## src/shared/rpm_cfg.svh

```systemverilog
`ifndef RPM_CFG_SVH
`define RPM_CFG_SVH

// ----------------------------------------
// Timing
// ----------------------------------------
`define RPM_CLK_PERIOD_NS  25
`define RPM_TICK_NS        10000000
`define RPM_TICK_CYCLES    (`RPM_TICK_NS / `RPM_CLK_PERIOD_NS)
`define RPM_TICKS_PER_DS   17'd10
`define RPM_PFM_PHASE_FULL 29'h0BB80000
`define RPM_PFM_ON_FULL    13'h0BB8

// ----------------------------------------
// Register byte offsets
// ----------------------------------------
`define RPM_OFS_CTRL     6'h00
`define RPM_OFS_PERIOD   6'h04
`define RPM_OFS_MIN_ON   6'h08
`define RPM_OFS_RATE     6'h0C
`define RPM_OFS_ASSIGN   6'h10
`define RPM_OFS_ATTRIB   6'h14
`define RPM_OFS_CLASS    6'h18
`define RPM_OFS_STATUS   6'h1C
`define RPM_OFS_MASK     6'h20

// ----------------------------------------
// Control field positions
// ----------------------------------------
`define RPM_CTRL_FUNC    1:0
`define RPM_CTRL_PFM     2
`define RPM_CTRL_PART    4:3
`define RPM_CTRL_DSRC    7:5
`define RPM_CTRL_ASRC    10:8

// ----------------------------------------
// Status bit positions
// ----------------------------------------
`define RPM_STS_PULSE    0
`define RPM_STS_RLY_ERR  1
`define RPM_STS_ALM_ERR  2
`define RPM_STS_REJECT   3

// ----------------------------------------
// Reset values and limits
// ----------------------------------------
`define RPM_CTRL_RST       11'h000
`define RPM_PERIOD_RST     14'h0064
`define RPM_PERIOD_MAX     14'h2706
`define RPM_MIN_ON_RST     14'h0003
`define RPM_MIN_ON_MIN     14'h0003
`define RPM_RATE_RST       8'h3C
`define RPM_RATE_MIN       8'h01
`define RPM_RATE_MAX       8'hB4

`endif

```

## src/shared/rpm_pkg.sv

```systemverilog
package rpm_pkg;

  typedef enum logic [1:0] {
    RPM_FN_OFF,
    RPM_FN_CTRL,
    RPM_FN_DIAG
  } rpm_func_e;

  typedef enum logic [1:0] {
    RPM_PART_NONE,
    RPM_PART_NEG,
    RPM_PART_POS
  } rpm_part_e;

  typedef enum logic [2:0] {
    RPM_SRC_ASSIGNED,
    RPM_SRC_CLS_M,
    RPM_SRC_CLS_S,
    RPM_SRC_CLS_C,
    RPM_SRC_CLS_F
  } rpm_dsrc_e;

  typedef enum logic [1:0] {
    RPM_ST_IDLE,
    RPM_ST_PWM,
    RPM_ST_PFM_OFF,
    RPM_ST_PFM_ON
  } rpm_state_e;

endpackage

```

## src/hdl/rpm_tick.sv

```systemverilog
`timescale 1ns/1ps

module rpm_tick #(
  parameter int unsigned TICK_CYCLES = 400000
) (
  input  wire logic core_clk_i,
  input  wire logic nrst_i,
  output logic      tick_o
);

  localparam int unsigned CW = (TICK_CYCLES > 1) ? $clog2(TICK_CYCLES) : 1;

  logic [CW-1:0] cnt_q;

  // Free running divider; one pulse per tick period.
  always_ff @(posedge core_clk_i or negedge nrst_i) begin
    if (!nrst_i) begin
      cnt_q  <= '0;
      tick_o <= 1'b0;
    end else if (cnt_q == CW'(TICK_CYCLES - 1)) begin
      cnt_q  <= '0;
      tick_o <= 1'b1;
    end else begin
      cnt_q  <= cnt_q + CW'(1);
      tick_o <= 1'b0;
    end
  end

endmodule // rpm_tick

```

## src/hdl/rpm_top.sv

```systemverilog
`timescale 1ns/1ps
`include "rpm_cfg.svh"

// How it works
// - Controller mode: relay energized for pulse_on_time, then off for pulse_off_interval.
// - Pulse-width mode keeps the period fixed and varies only the on share.
// - Pulse-frequency mode uses fixed-length pulses and varies only the gap.
// - At maximum pulse rate the gap equals the pulse length.
// - Drive part selects none, negative or positive manipulated value; default none.
// - Pulse-width period runs from shortest on time to 999.0 s, default 10.0 s.
// - Period is never below shortest on time; violating writes are refused.
// - Pulse-width pulses shorter than shortest on time (0.3 s up, default 0.3 s) are dropped.
// - Pulse-frequency rate limit is 1 to 180 per minute, default 60.
// - Pulse length follows from the configured maximum pulse rate.
// - Diagnostics relay is fail-safe: energized without error, released on error.
// - The alarm relay is always fail-safe.
// - Diagnostics source is assigned messages (default) or one of four classes.
// - With a class selected, any active message of that class releases the relay.
// - The list of messages attributed to the relays is shown read only.

module rpm_top #(
  parameter int unsigned TICK_CYCLES = `RPM_TICK_CYCLES
) (
  input  wire logic        core_clk_i,
  input  wire logic        nrst_i,
  input  wire logic [5:0]  avs_address_i,
  input  wire logic        avs_read_i,
  input  wire logic        avs_write_i,
  input  wire logic [31:0] avs_writedata_i,
  input  wire logic [3:0]  avs_byteenable_i,
  output logic      [31:0] avs_readdata_o,
  output logic             avs_waitrequest_o,
  input  wire logic [15:0] mv_i,
  input  wire logic [15:0] msg_active_i,
  output logic             relay_o,
  output logic             alarm_relay_o,
  output logic             irq_o
);
  import rpm_pkg::*;

  // ----------------------------------------
  // Storage
  // ----------------------------------------
  logic [10:0] ctrl_q;
  logic [13:0] period_q;
  logic [13:0] min_on_q;
  logic [7:0]  rate_q;
  logic [31:0] assign_q;
  logic [31:0] class_q;
  logic [3:0]  sts_q;
  logic [3:0]  mask_q;
  logic        tick;
  logic        acc_wr;
  logic        acc_rd;
  logic [31:0] wdata;
  logic [3:0]  sts_set;
  logic        reject;

  rpm_func_e   func;
  rpm_part_e   part;
  rpm_dsrc_e   dsrc;
  rpm_dsrc_e   asrc;
  logic        pfm_sel;

  assign func    = rpm_func_e'(ctrl_q[`RPM_CTRL_FUNC]);
  assign part    = rpm_part_e'(ctrl_q[`RPM_CTRL_PART]);
  assign dsrc    = rpm_dsrc_e'(ctrl_q[`RPM_CTRL_DSRC]);
  assign asrc    = rpm_dsrc_e'(ctrl_q[`RPM_CTRL_ASRC]);
  assign pfm_sel = ctrl_q[`RPM_CTRL_PFM];

  rpm_tick #(
    .TICK_CYCLES (TICK_CYCLES)
  ) u_tick (
    .core_clk_i (core_clk_i),
    .nrst_i     (nrst_i),
    .tick_o     (tick)
  );

  // ----------------------------------------
  // Avalon slave handshake
  // ----------------------------------------
  // Every access waits exactly one cycle, so read data can come from a flop.
  always_ff @(posedge core_clk_i or negedge nrst_i) begin
    if (!nrst_i) begin
      avs_waitrequest_o <= 1'b1;
    end else if ((avs_read_i || avs_write_i) && avs_waitrequest_o) begin
      avs_waitrequest_o <= 1'b0;
    end else begin
      avs_waitrequest_o <= 1'b1;
    end
  end

  assign acc_wr = avs_write_i && !avs_waitrequest_o;
  assign acc_rd = avs_read_i && avs_waitrequest_o;

  // Byte enables select which lanes of the old value are replaced.
  function automatic logic [31:0] merge(input logic [31:0] old_v,
                                        input logic [31:0] new_v,
                                        input logic [3:0]  be);
    logic [31:0] m;
    m = {{8{be[3]}}, {8{be[2]}}, {8{be[1]}}, {8{be[0]}}};
    return (old_v & ~m) | (new_v & m);
  endfunction

  logic [31:0] cur_val;
  always_comb begin
    case (avs_address_i)
      `RPM_OFS_CTRL:   cur_val = {21'h000000, ctrl_q};
      `RPM_OFS_PERIOD: cur_val = {18'h00000, period_q};
      `RPM_OFS_MIN_ON: cur_val = {18'h00000, min_on_q};
      `RPM_OFS_RATE:   cur_val = {24'h000000, rate_q};
      `RPM_OFS_ASSIGN: cur_val = assign_q;
      `RPM_OFS_CLASS:  cur_val = class_q;
      `RPM_OFS_MASK:   cur_val = {28'h0000000, mask_q};
      default:         cur_val = 32'h00000000;
    endcase
  end

  assign wdata = merge(cur_val, avs_writedata_i, avs_byteenable_i);

  // ----------------------------------------
  // Configuration registers
  // ----------------------------------------
  // Limits are checked on the merged value; a refused write keeps the
  // old setting so period and shortest on time stay consistent.
  always_ff @(posedge core_clk_i or negedge nrst_i) begin
    if (!nrst_i) begin
      ctrl_q   <= `RPM_CTRL_RST;
      period_q <= `RPM_PERIOD_RST;
      min_on_q <= `RPM_MIN_ON_RST;
      rate_q   <= `RPM_RATE_RST;
      assign_q <= 32'h00000000;
      class_q  <= 32'h00000000;
      mask_q   <= 4'h0;
      reject   <= 1'b0;
    end else begin
      reject <= 1'b0;
      if (acc_wr) begin
        case (avs_address_i)
          `RPM_OFS_CTRL: ctrl_q <= wdata[10:0];
          `RPM_OFS_PERIOD: begin
            if (wdata[13:0] >= min_on_q && wdata[13:0] <= `RPM_PERIOD_MAX) begin
              period_q <= wdata[13:0];
            end else begin
              reject <= 1'b1;
            end
          end
          `RPM_OFS_MIN_ON: begin
            if (wdata[13:0] >= `RPM_MIN_ON_MIN && wdata[13:0] <= period_q) begin
              min_on_q <= wdata[13:0];
            end else begin
              reject <= 1'b1;
            end
          end
          `RPM_OFS_RATE: begin
            if (wdata[7:0] >= `RPM_RATE_MIN && wdata[7:0] <= `RPM_RATE_MAX) begin
              rate_q <= wdata[7:0];
            end else begin
              reject <= 1'b1;
            end
          end
          `RPM_OFS_ASSIGN: assign_q <= wdata;
          `RPM_OFS_CLASS:  class_q  <= wdata;
          `RPM_OFS_MASK:   mask_q   <= wdata[3:0];
          default: ;
        endcase
      end
    end
  end

  // ----------------------------------------
  // Selected share of the manipulated value
  // ----------------------------------------
  // The most negative input saturates so its magnitude still fits 15 bits.
  logic [14:0] share;
  always_comb begin
    share = 15'h0000;
    case (part)
      RPM_PART_POS: if (!mv_i[15]) share = mv_i[14:0];
      RPM_PART_NEG: begin
        if (mv_i == 16'h8000) share = 15'h7FFF;
        else if (mv_i[15]) share = 15'(-mv_i);
      end
      default: share = 15'h0000;
    endcase
  end

  // ----------------------------------------
  // Pulse-width arithmetic
  // ----------------------------------------
  logic [16:0] period_tk;
  logic [16:0] min_tk;
  logic [31:0] on_prod;
  logic [16:0] on_calc;

  assign period_tk = {3'b000, period_q} * `RPM_TICKS_PER_DS;
  assign min_tk    = {3'b000, min_on_q} * `RPM_TICKS_PER_DS;
  assign on_prod   = 32'(period_tk) * 32'(share);
  // Too short a pulse is dropped entirely to spare the actuator.
  assign on_calc   = (on_prod[31:15] < min_tk) ? 17'h00000 : on_prod[31:15];

  // ----------------------------------------
  // Pulse-frequency arithmetic
  // ----------------------------------------
  logic [28:0] acc_q;
  logic [12:0] on_acc_q;
  logic [22:0] pfm_inc;
  logic [28:0] acc_sum;
  logic [12:0] on_sum;

  assign pfm_inc = 23'(32'(share) * 32'(rate_q));
  assign acc_sum = acc_q + 29'(pfm_inc);
  assign on_sum  = on_acc_q + 13'(rate_q);

  // ----------------------------------------
  // Modulator
  // ----------------------------------------
  rpm_state_e  state_q;
  logic [16:0] pos_q;
  logic [16:0] on_q;
  logic        pulse_evt;

  // A change of function or mode drops back to idle and restarts cleanly.
  always_ff @(posedge core_clk_i or negedge nrst_i) begin
    if (!nrst_i) begin
      state_q   <= RPM_ST_IDLE;
      pos_q     <= 17'h00000;
      on_q      <= 17'h00000;
      acc_q     <= 29'h00000000;
      on_acc_q  <= 13'h0000;
      pulse_evt <= 1'b0;
    end else begin
      pulse_evt <= 1'b0;
      case (state_q)
        RPM_ST_IDLE: begin
          pos_q    <= 17'h00000;
          on_q     <= on_calc;
          acc_q    <= 29'h00000000;
          on_acc_q <= 13'h0000;
          if (func == RPM_FN_CTRL) begin
            state_q <= pfm_sel ? RPM_ST_PFM_OFF : RPM_ST_PWM;
          end
        end
        RPM_ST_PWM: begin
          if (func != RPM_FN_CTRL || pfm_sel) begin
            state_q <= RPM_ST_IDLE;
          end else if (tick) begin
            if (pos_q + 17'h00001 >= period_tk) begin
              pos_q     <= 17'h00000;
              on_q      <= on_calc;
              pulse_evt <= (on_calc != 17'h00000);
            end else begin
              pos_q <= pos_q + 17'h00001;
            end
          end
        end
        RPM_ST_PFM_OFF: begin
          if (func != RPM_FN_CTRL || !pfm_sel) begin
            state_q <= RPM_ST_IDLE;
          end else if (tick) begin
            if (acc_sum >= `RPM_PFM_PHASE_FULL) begin
              acc_q     <= acc_sum - `RPM_PFM_PHASE_FULL;
              on_acc_q  <= 13'h0000;
              pulse_evt <= 1'b1;
              state_q   <= RPM_ST_PFM_ON;
            end else begin
              acc_q <= acc_sum;
            end
          end
        end
        RPM_ST_PFM_ON: begin
          // Phase keeps running during the pulse, so at full share the gap
          // ends up as long as the pulse itself.
          if (func != RPM_FN_CTRL || !pfm_sel) begin
            state_q <= RPM_ST_IDLE;
          end else if (tick) begin
            acc_q    <= acc_sum;
            on_acc_q <= on_sum;
            if (on_sum >= `RPM_PFM_ON_FULL) begin
              state_q <= RPM_ST_PFM_OFF;
            end
          end
        end
        default: state_q <= RPM_ST_IDLE;
      endcase
    end
  end

  logic ctrl_drive;
  always_comb begin
    case (state_q)
      RPM_ST_PWM:    ctrl_drive = (pos_q < on_q);
      RPM_ST_PFM_ON: ctrl_drive = 1'b1;
      default:       ctrl_drive = 1'b0;
    endcase
  end

  // ----------------------------------------
  // Diagnostic message matching
  // ----------------------------------------
  // Class codes per message: 0 M, 1 S, 2 C, 3 F.
  logic [15:0] rly_hit;
  logic [15:0] alm_hit;
  logic [1:0]  rly_cls;
  logic [1:0]  alm_cls;
  logic        rly_by_cls;
  logic        alm_by_cls;

  assign rly_by_cls = (dsrc >= RPM_SRC_CLS_M) && (dsrc <= RPM_SRC_CLS_F);
  assign alm_by_cls = (asrc >= RPM_SRC_CLS_M) && (asrc <= RPM_SRC_CLS_F);
  assign rly_cls    = 2'(ctrl_q[`RPM_CTRL_DSRC] - 3'h1);
  assign alm_cls    = 2'(ctrl_q[`RPM_CTRL_ASRC] - 3'h1);

  genvar gi;
  generate
    for (gi = 0; gi < 16; gi++) begin : g_msg
      assign rly_hit[gi] = msg_active_i[gi] &&
                           (rly_by_cls ? (class_q[2*gi +: 2] == rly_cls)
                                       : assign_q[gi]);
      assign alm_hit[gi] = msg_active_i[gi] &&
                           (alm_by_cls ? (class_q[2*gi +: 2] == alm_cls)
                                       : assign_q[16 + gi]);
    end
  endgenerate

  logic rly_err;
  logic alm_err;
  logic rly_err_q;
  logic alm_err_q;

  assign rly_err = |rly_hit;
  assign alm_err = |alm_hit;

  // ----------------------------------------
  // Relay outputs
  // ----------------------------------------
  // Relays start released; fail-safe ones pull in one cycle after reset.
  always_ff @(posedge core_clk_i or negedge nrst_i) begin
    if (!nrst_i) begin
      relay_o       <= 1'b0;
      alarm_relay_o <= 1'b0;
      rly_err_q     <= 1'b0;
      alm_err_q     <= 1'b0;
    end else begin
      case (func)
        RPM_FN_CTRL: relay_o <= ctrl_drive;
        RPM_FN_DIAG: relay_o <= !rly_err;
        default:     relay_o <= 1'b0;
      endcase
      alarm_relay_o <= !alm_err;
      rly_err_q     <= rly_err && (func == RPM_FN_DIAG);
      alm_err_q     <= alm_err;
    end
  end

  // ----------------------------------------
  // Status and interrupt
  // ----------------------------------------
  assign sts_set[`RPM_STS_PULSE]   = pulse_evt;
  assign sts_set[`RPM_STS_RLY_ERR] = rly_err && (func == RPM_FN_DIAG) && !rly_err_q;
  assign sts_set[`RPM_STS_ALM_ERR] = alm_err && !alm_err_q;
  assign sts_set[`RPM_STS_REJECT]  = reject;

  // A new event in the clearing cycle survives: set is applied after clear.
  always_ff @(posedge core_clk_i or negedge nrst_i) begin
    if (!nrst_i) begin
      sts_q <= 4'h0;
    end else if (acc_wr && avs_address_i == `RPM_OFS_STATUS && avs_byteenable_i[0]) begin
      sts_q <= (sts_q & ~avs_writedata_i[3:0]) | sts_set;
    end else begin
      sts_q <= sts_q | sts_set;
    end
  end

  always_ff @(posedge core_clk_i or negedge nrst_i) begin
    if (!nrst_i) begin
      irq_o <= 1'b0;
    end else begin
      irq_o <= |(sts_q & mask_q);
    end
  end

  // ----------------------------------------
  // Read data
  // ----------------------------------------
  // The attributed list is a view only; writes to its offset are dropped.
  always_ff @(posedge core_clk_i or negedge nrst_i) begin
    if (!nrst_i) begin
      avs_readdata_o <= 32'h00000000;
    end else if (acc_rd) begin
      case (avs_address_i)
        `RPM_OFS_ATTRIB: avs_readdata_o <= assign_q;
        `RPM_OFS_STATUS: avs_readdata_o <= {18'h00000, 2'(state_q), alm_err, rly_err,
                                            alarm_relay_o, relay_o, 4'h0, sts_q};
        default:         avs_readdata_o <= cur_val;
      endcase
    end
  end

endmodule // rpm_top

```

## config.mk

```make
export PLATFORM = sky130hd
export DESIGN_NAME = rpm_top
export DESIGN_NICKNAME = d
export VERILOG_FILES = /design/src/shared/rpm_pkg.sv /design/src/hdl/rpm_tick.sv /design/src/hdl/rpm_top.sv
export VERILOG_INCLUDE_DIRS = /design/src /design/src/shared
export SDC_FILE = /design/constraint.sdc
export NUM_CORES = 2
export LEC_CHECK = 0
export BUFFER_PORTS_ARGS = -buffer_cell sky130_fd_sc_hd__buf_2
export CAP_MARGIN = 20
export CORE_MARGIN = 2
export CORE_UTILIZATION = 36
export DETAILED_ROUTE_END_ITERATION = 7
export SYNTH_ARGS = -nofsm -noshare
export SYNTH_HDL_FRONTEND = slang
export SYNTH_SLANG_ARGS = --single-unit
```

## constraint.sdc

```tcl
create_clock -name core_clk_i -period 11.5 [get_ports core_clk_i]
set_clock_uncertainty 0.2 [all_clocks]
set_input_delay 2.3 -clock core_clk_i [delete_from_list [all_inputs] [get_ports core_clk_i]]
set_output_delay 2.3 -clock core_clk_i [all_outputs]
set_load 0.05 [all_outputs]
```

==> impl_metrics.json <==
{
  "core_region_area_sq_mm": 0.0805,
  "area_delta_synth_final_pct": 12.9,
  "grt_pass1_wl_mm": 138,
  "synth-seq-area-share_pct": 22.0,
  "synth-edff-count": 0,
  "crit_type": "in -> reg",
  "peakVddDrop_mv": 0.120,
  "fin_crit_ns": 10.96,
  "setup_violations": 0,
  "p_leak_nw": 16.7,
  "ios": 114,
  "die_w_microns": 289,
  "status": "finished, final reports clean",
  "max_stage_delay_ns": 0.55,
  "syn-num-nets": 3980,
  "syn_inst": 3334,
  "synth_top_area_cell": "dfrtp_1",
  "via_count": 24255,
  "netlist_top_cells_count": "nand2_1 (451), inv_1 (419), ha_1 (287)",
  "post_synth.cell_area_avg_sq_um": 8.78,
  "dr.pass1.iters": 6,
  "hold_viol_final": 0,
  "dp_cells": 4510,
  "arrival_ns": 11.26,
  "worstMarginPinSlew_ns": 1.08,
  "dieArea_sq_mm": 0.0836,
  "synth_flop_cell": "dfrtp_1",
  "worst-path-buf-inv": 8,
  "viasPerCell": 5.30,
  "yosysWarningCount": 0,
  "crit_cells": 40,
  "clock_tree.htree_level_count": 1,
  "antenna_left": 0,
  "start_util_pct": 36.3,
  "finalNetCount": 4139,
  "holdWs_ns": 0.233,
  "root_buffer": "clkbuf_16",
  "numCtsBuffers": 31,
  "drv_cap": 0,
  "grt.overflow.total": 0,
  "holdCritPathClass": "reg -> reg",
  "cts_tree": "built",
  "layout-drive-gt1-share_pct": 13.1,
  "ys_ff_latch": 257,
  "grt_max_degree": 153,
  "holdPathStages": 1,
  "crit_path_end_kind": "flip-flop",
  "critPathMaxFanout": 8,
  "gr-usage-all-layers_pct": 21.0,
  "final_util_pct": 41.0,
  "power.density_mw_per_mm2": 76.7,
  "diodes": 0,
  "io_buffer_count": 113,
  "fin_cells": 4577,
  "rsz0062_at_grt": "no",
  "critPathSlowestCell": "fa_1",
  "finalCritPeriodShare_pct": 95.3,
  "synth.most_common_cell": "nand2_1",
  "syn-cell-area_sq_mm": 0.0293,
  "yosys.cell_types.count": 87,
  "grt_pass1_vias": 24281,
  "rr_worst_depth": 45,
  "routed_wl_mm": 86.3,
  "wl_per_cell_microns": 18.9,
  "clk_path_buf_depth": 3,
  "row_count": 104,
  "fill_cells": 8060,
  "worstPathRequired_ns": 11.79,
  "clkTransAtPathRegs_ns": 0.06,
  "antenna_found_initial": 0,
  "ctsHoldBuffers": 0,
  "synthTopCellsByArea": "dfrtp_1 (21%), fa_1 (19%), ha_1 (12%)",
  "gp_congestion": 0.956,
  "max_slew_margin_pct": 27.9,
  "drc_errors": 0,
  "synth_top_area_share_pct": 21.1,
  "dp_hpwl_mm": 68.2,
  "die_h_microns": 289,
  "async_flop_share_pct": 100,
  "path_delay_family": "adder cells",
  "cp_common_cell": "fa_1",
  "fmax_ghz": 0.0912,
  "drt_iter0_drc": 1821,
  "clock-sinks": 257,
  "maxSlewViolCount": 0,
  "startpoint_type": "primary input",
  "clkLatencyLatePin_ns": 0.60
}
cell type report:
type	count	area (sq um)	area share [%]
timing repair buffer	280	1880	5.69
multi-input combinational	2500	20700	62.8
inverter	423	1590	4.80
clock buffer	43	901	2.73
sequential	257	6440	19.5
tap	1060	1330	4.01
clock inverter	14	168	0.507
cells in the final DEF (no fill, tap or decap), types with 28 or more instances in the layout:
cell type | synthesis | final
buf_2 | 5 | 113
ha_1 | 287 | 287
a22oi_1 | 56 | 56
xor2_1 | 100 | 100
xnor2_1 | 75 | 75
fa_1 | 281 | 281
nand3_1 | 98 | 98
clkbuf_16 | 0 | 31
a21o_1 | 49 | 49
nor2_1 | 192 | 189
nand4_1 | 28 | 28
a21oi_1 | 128 | 113
and2_1 | 97 | 97
inv_1 | 419 | 419
dfrtp_1 | 247 | 247
nand2_1 | 451 | 449
mux2_2 | 58 | 58
buf_4 | 1 | 161
o21ai_0 | 234 | 232
worst register-to-register path: cells and delay by family (launching register included):
| kind | cells | cell delay, ns |
|---|---|---|
| fa+ha+maj | 11 | 4.61 |
| compound gates | 17 | 3.28 |
| simple gates | 9 | 1.12 |
| buf+inv | 6 | 0.50 |
| flops | 1 | 0.45 |
| xor+xnor | 2 | 0.34 |
flip-flops by register name (all words and copies together) (netlist names), 13 cells and up:
name and flops:
avs_readdata_o 32, min_on_q 14, acc_q 29, on_acc_q 13
u_tick.cnt_q 19, pos_q 17, assign_q 32, class_q 32
period_q 14, on_q 17
worst paths after layout:
check | from | end | slack [ns]
setup / recovery | mv_i[5] | pulse_evt$_DFF_PN0_ | 0.54
max in group asynchronous | nrst_i | pos_q[7]$_DFFE_PN0P_ | 8.22
setup reg to reg | period_q[3]$_DFFE_PN0P_ | pulse_evt$_DFF_PN0_ | 0.90
min in group asynchronous | nrst_i | avs_readdata_o[20]$_DFFE_PN0P_ | 1.53
hold / removal | rly_err_q$_DFF_PN0_ | sts_q[1]$_DFF_PN0_ | 0.23
hold reg to reg | rly_err_q$_DFF_PN0_ | sts_q[1]$_DFF_PN0_ | 0.23
cells by family after synthesis:
group,synth area share [%]
AO/OA/AOI/OAI,13.9
XOR/XNOR,5.24
adder cells (fa/ha/maj),31.5
AND/OR/NAND/NOR,16.2
buffers and inverters,7.51
multiplexers,3.68
flip-flops,22.0
metal layers:
metal / wire, microns / vias up / global-route usage, %
met5: 0 / - / 0
met4: 2050 / 0 / 5.04
met3: 5350 / 127 / 2.35
met2: 39500 / 743 / 33.8
met1: 39400 / 11956 / 30.1
li1: - / 11429 / -
per-stage QoR:
| stage | cell area, sq um | total power [mW] | worst slack (ns) | TNS [ns] |
|---|---|---|---|---|
| after CTS | 32900 | 2.55 | 0.377 | 0 |
| after floorplan | 29300 | 1.32 | 0.0458 | 0 |
| after global routing | 33000 | 2.65 | 0.0112 | 0 |
| after detailed placement | 31800 | 1.51 | -0.231 | -1.99 |
| after global placement | 31800 | 1.51 | -0.174 | -0.982 |
| final | 33000 | 2.53 | 0.535 | 0 |
power by group:
part	switching (mW)	internal, mW	total, mW	leakage [nW]
combinational	0.335	0.168	0.503	12.7
clock	0.418	0.613	1.03	0.524
sequential	0.0581	0.941	0.999	3.48
total	0.811	1.72	2.53	16.7
what timing repair did:
item / CTS / global route
gates resized for setup: 0 / 18
setup buffers: 0 / 7
setup endpoints to repair: 0 / 18
No activity file was read; power rests on OpenSTA's default activity.
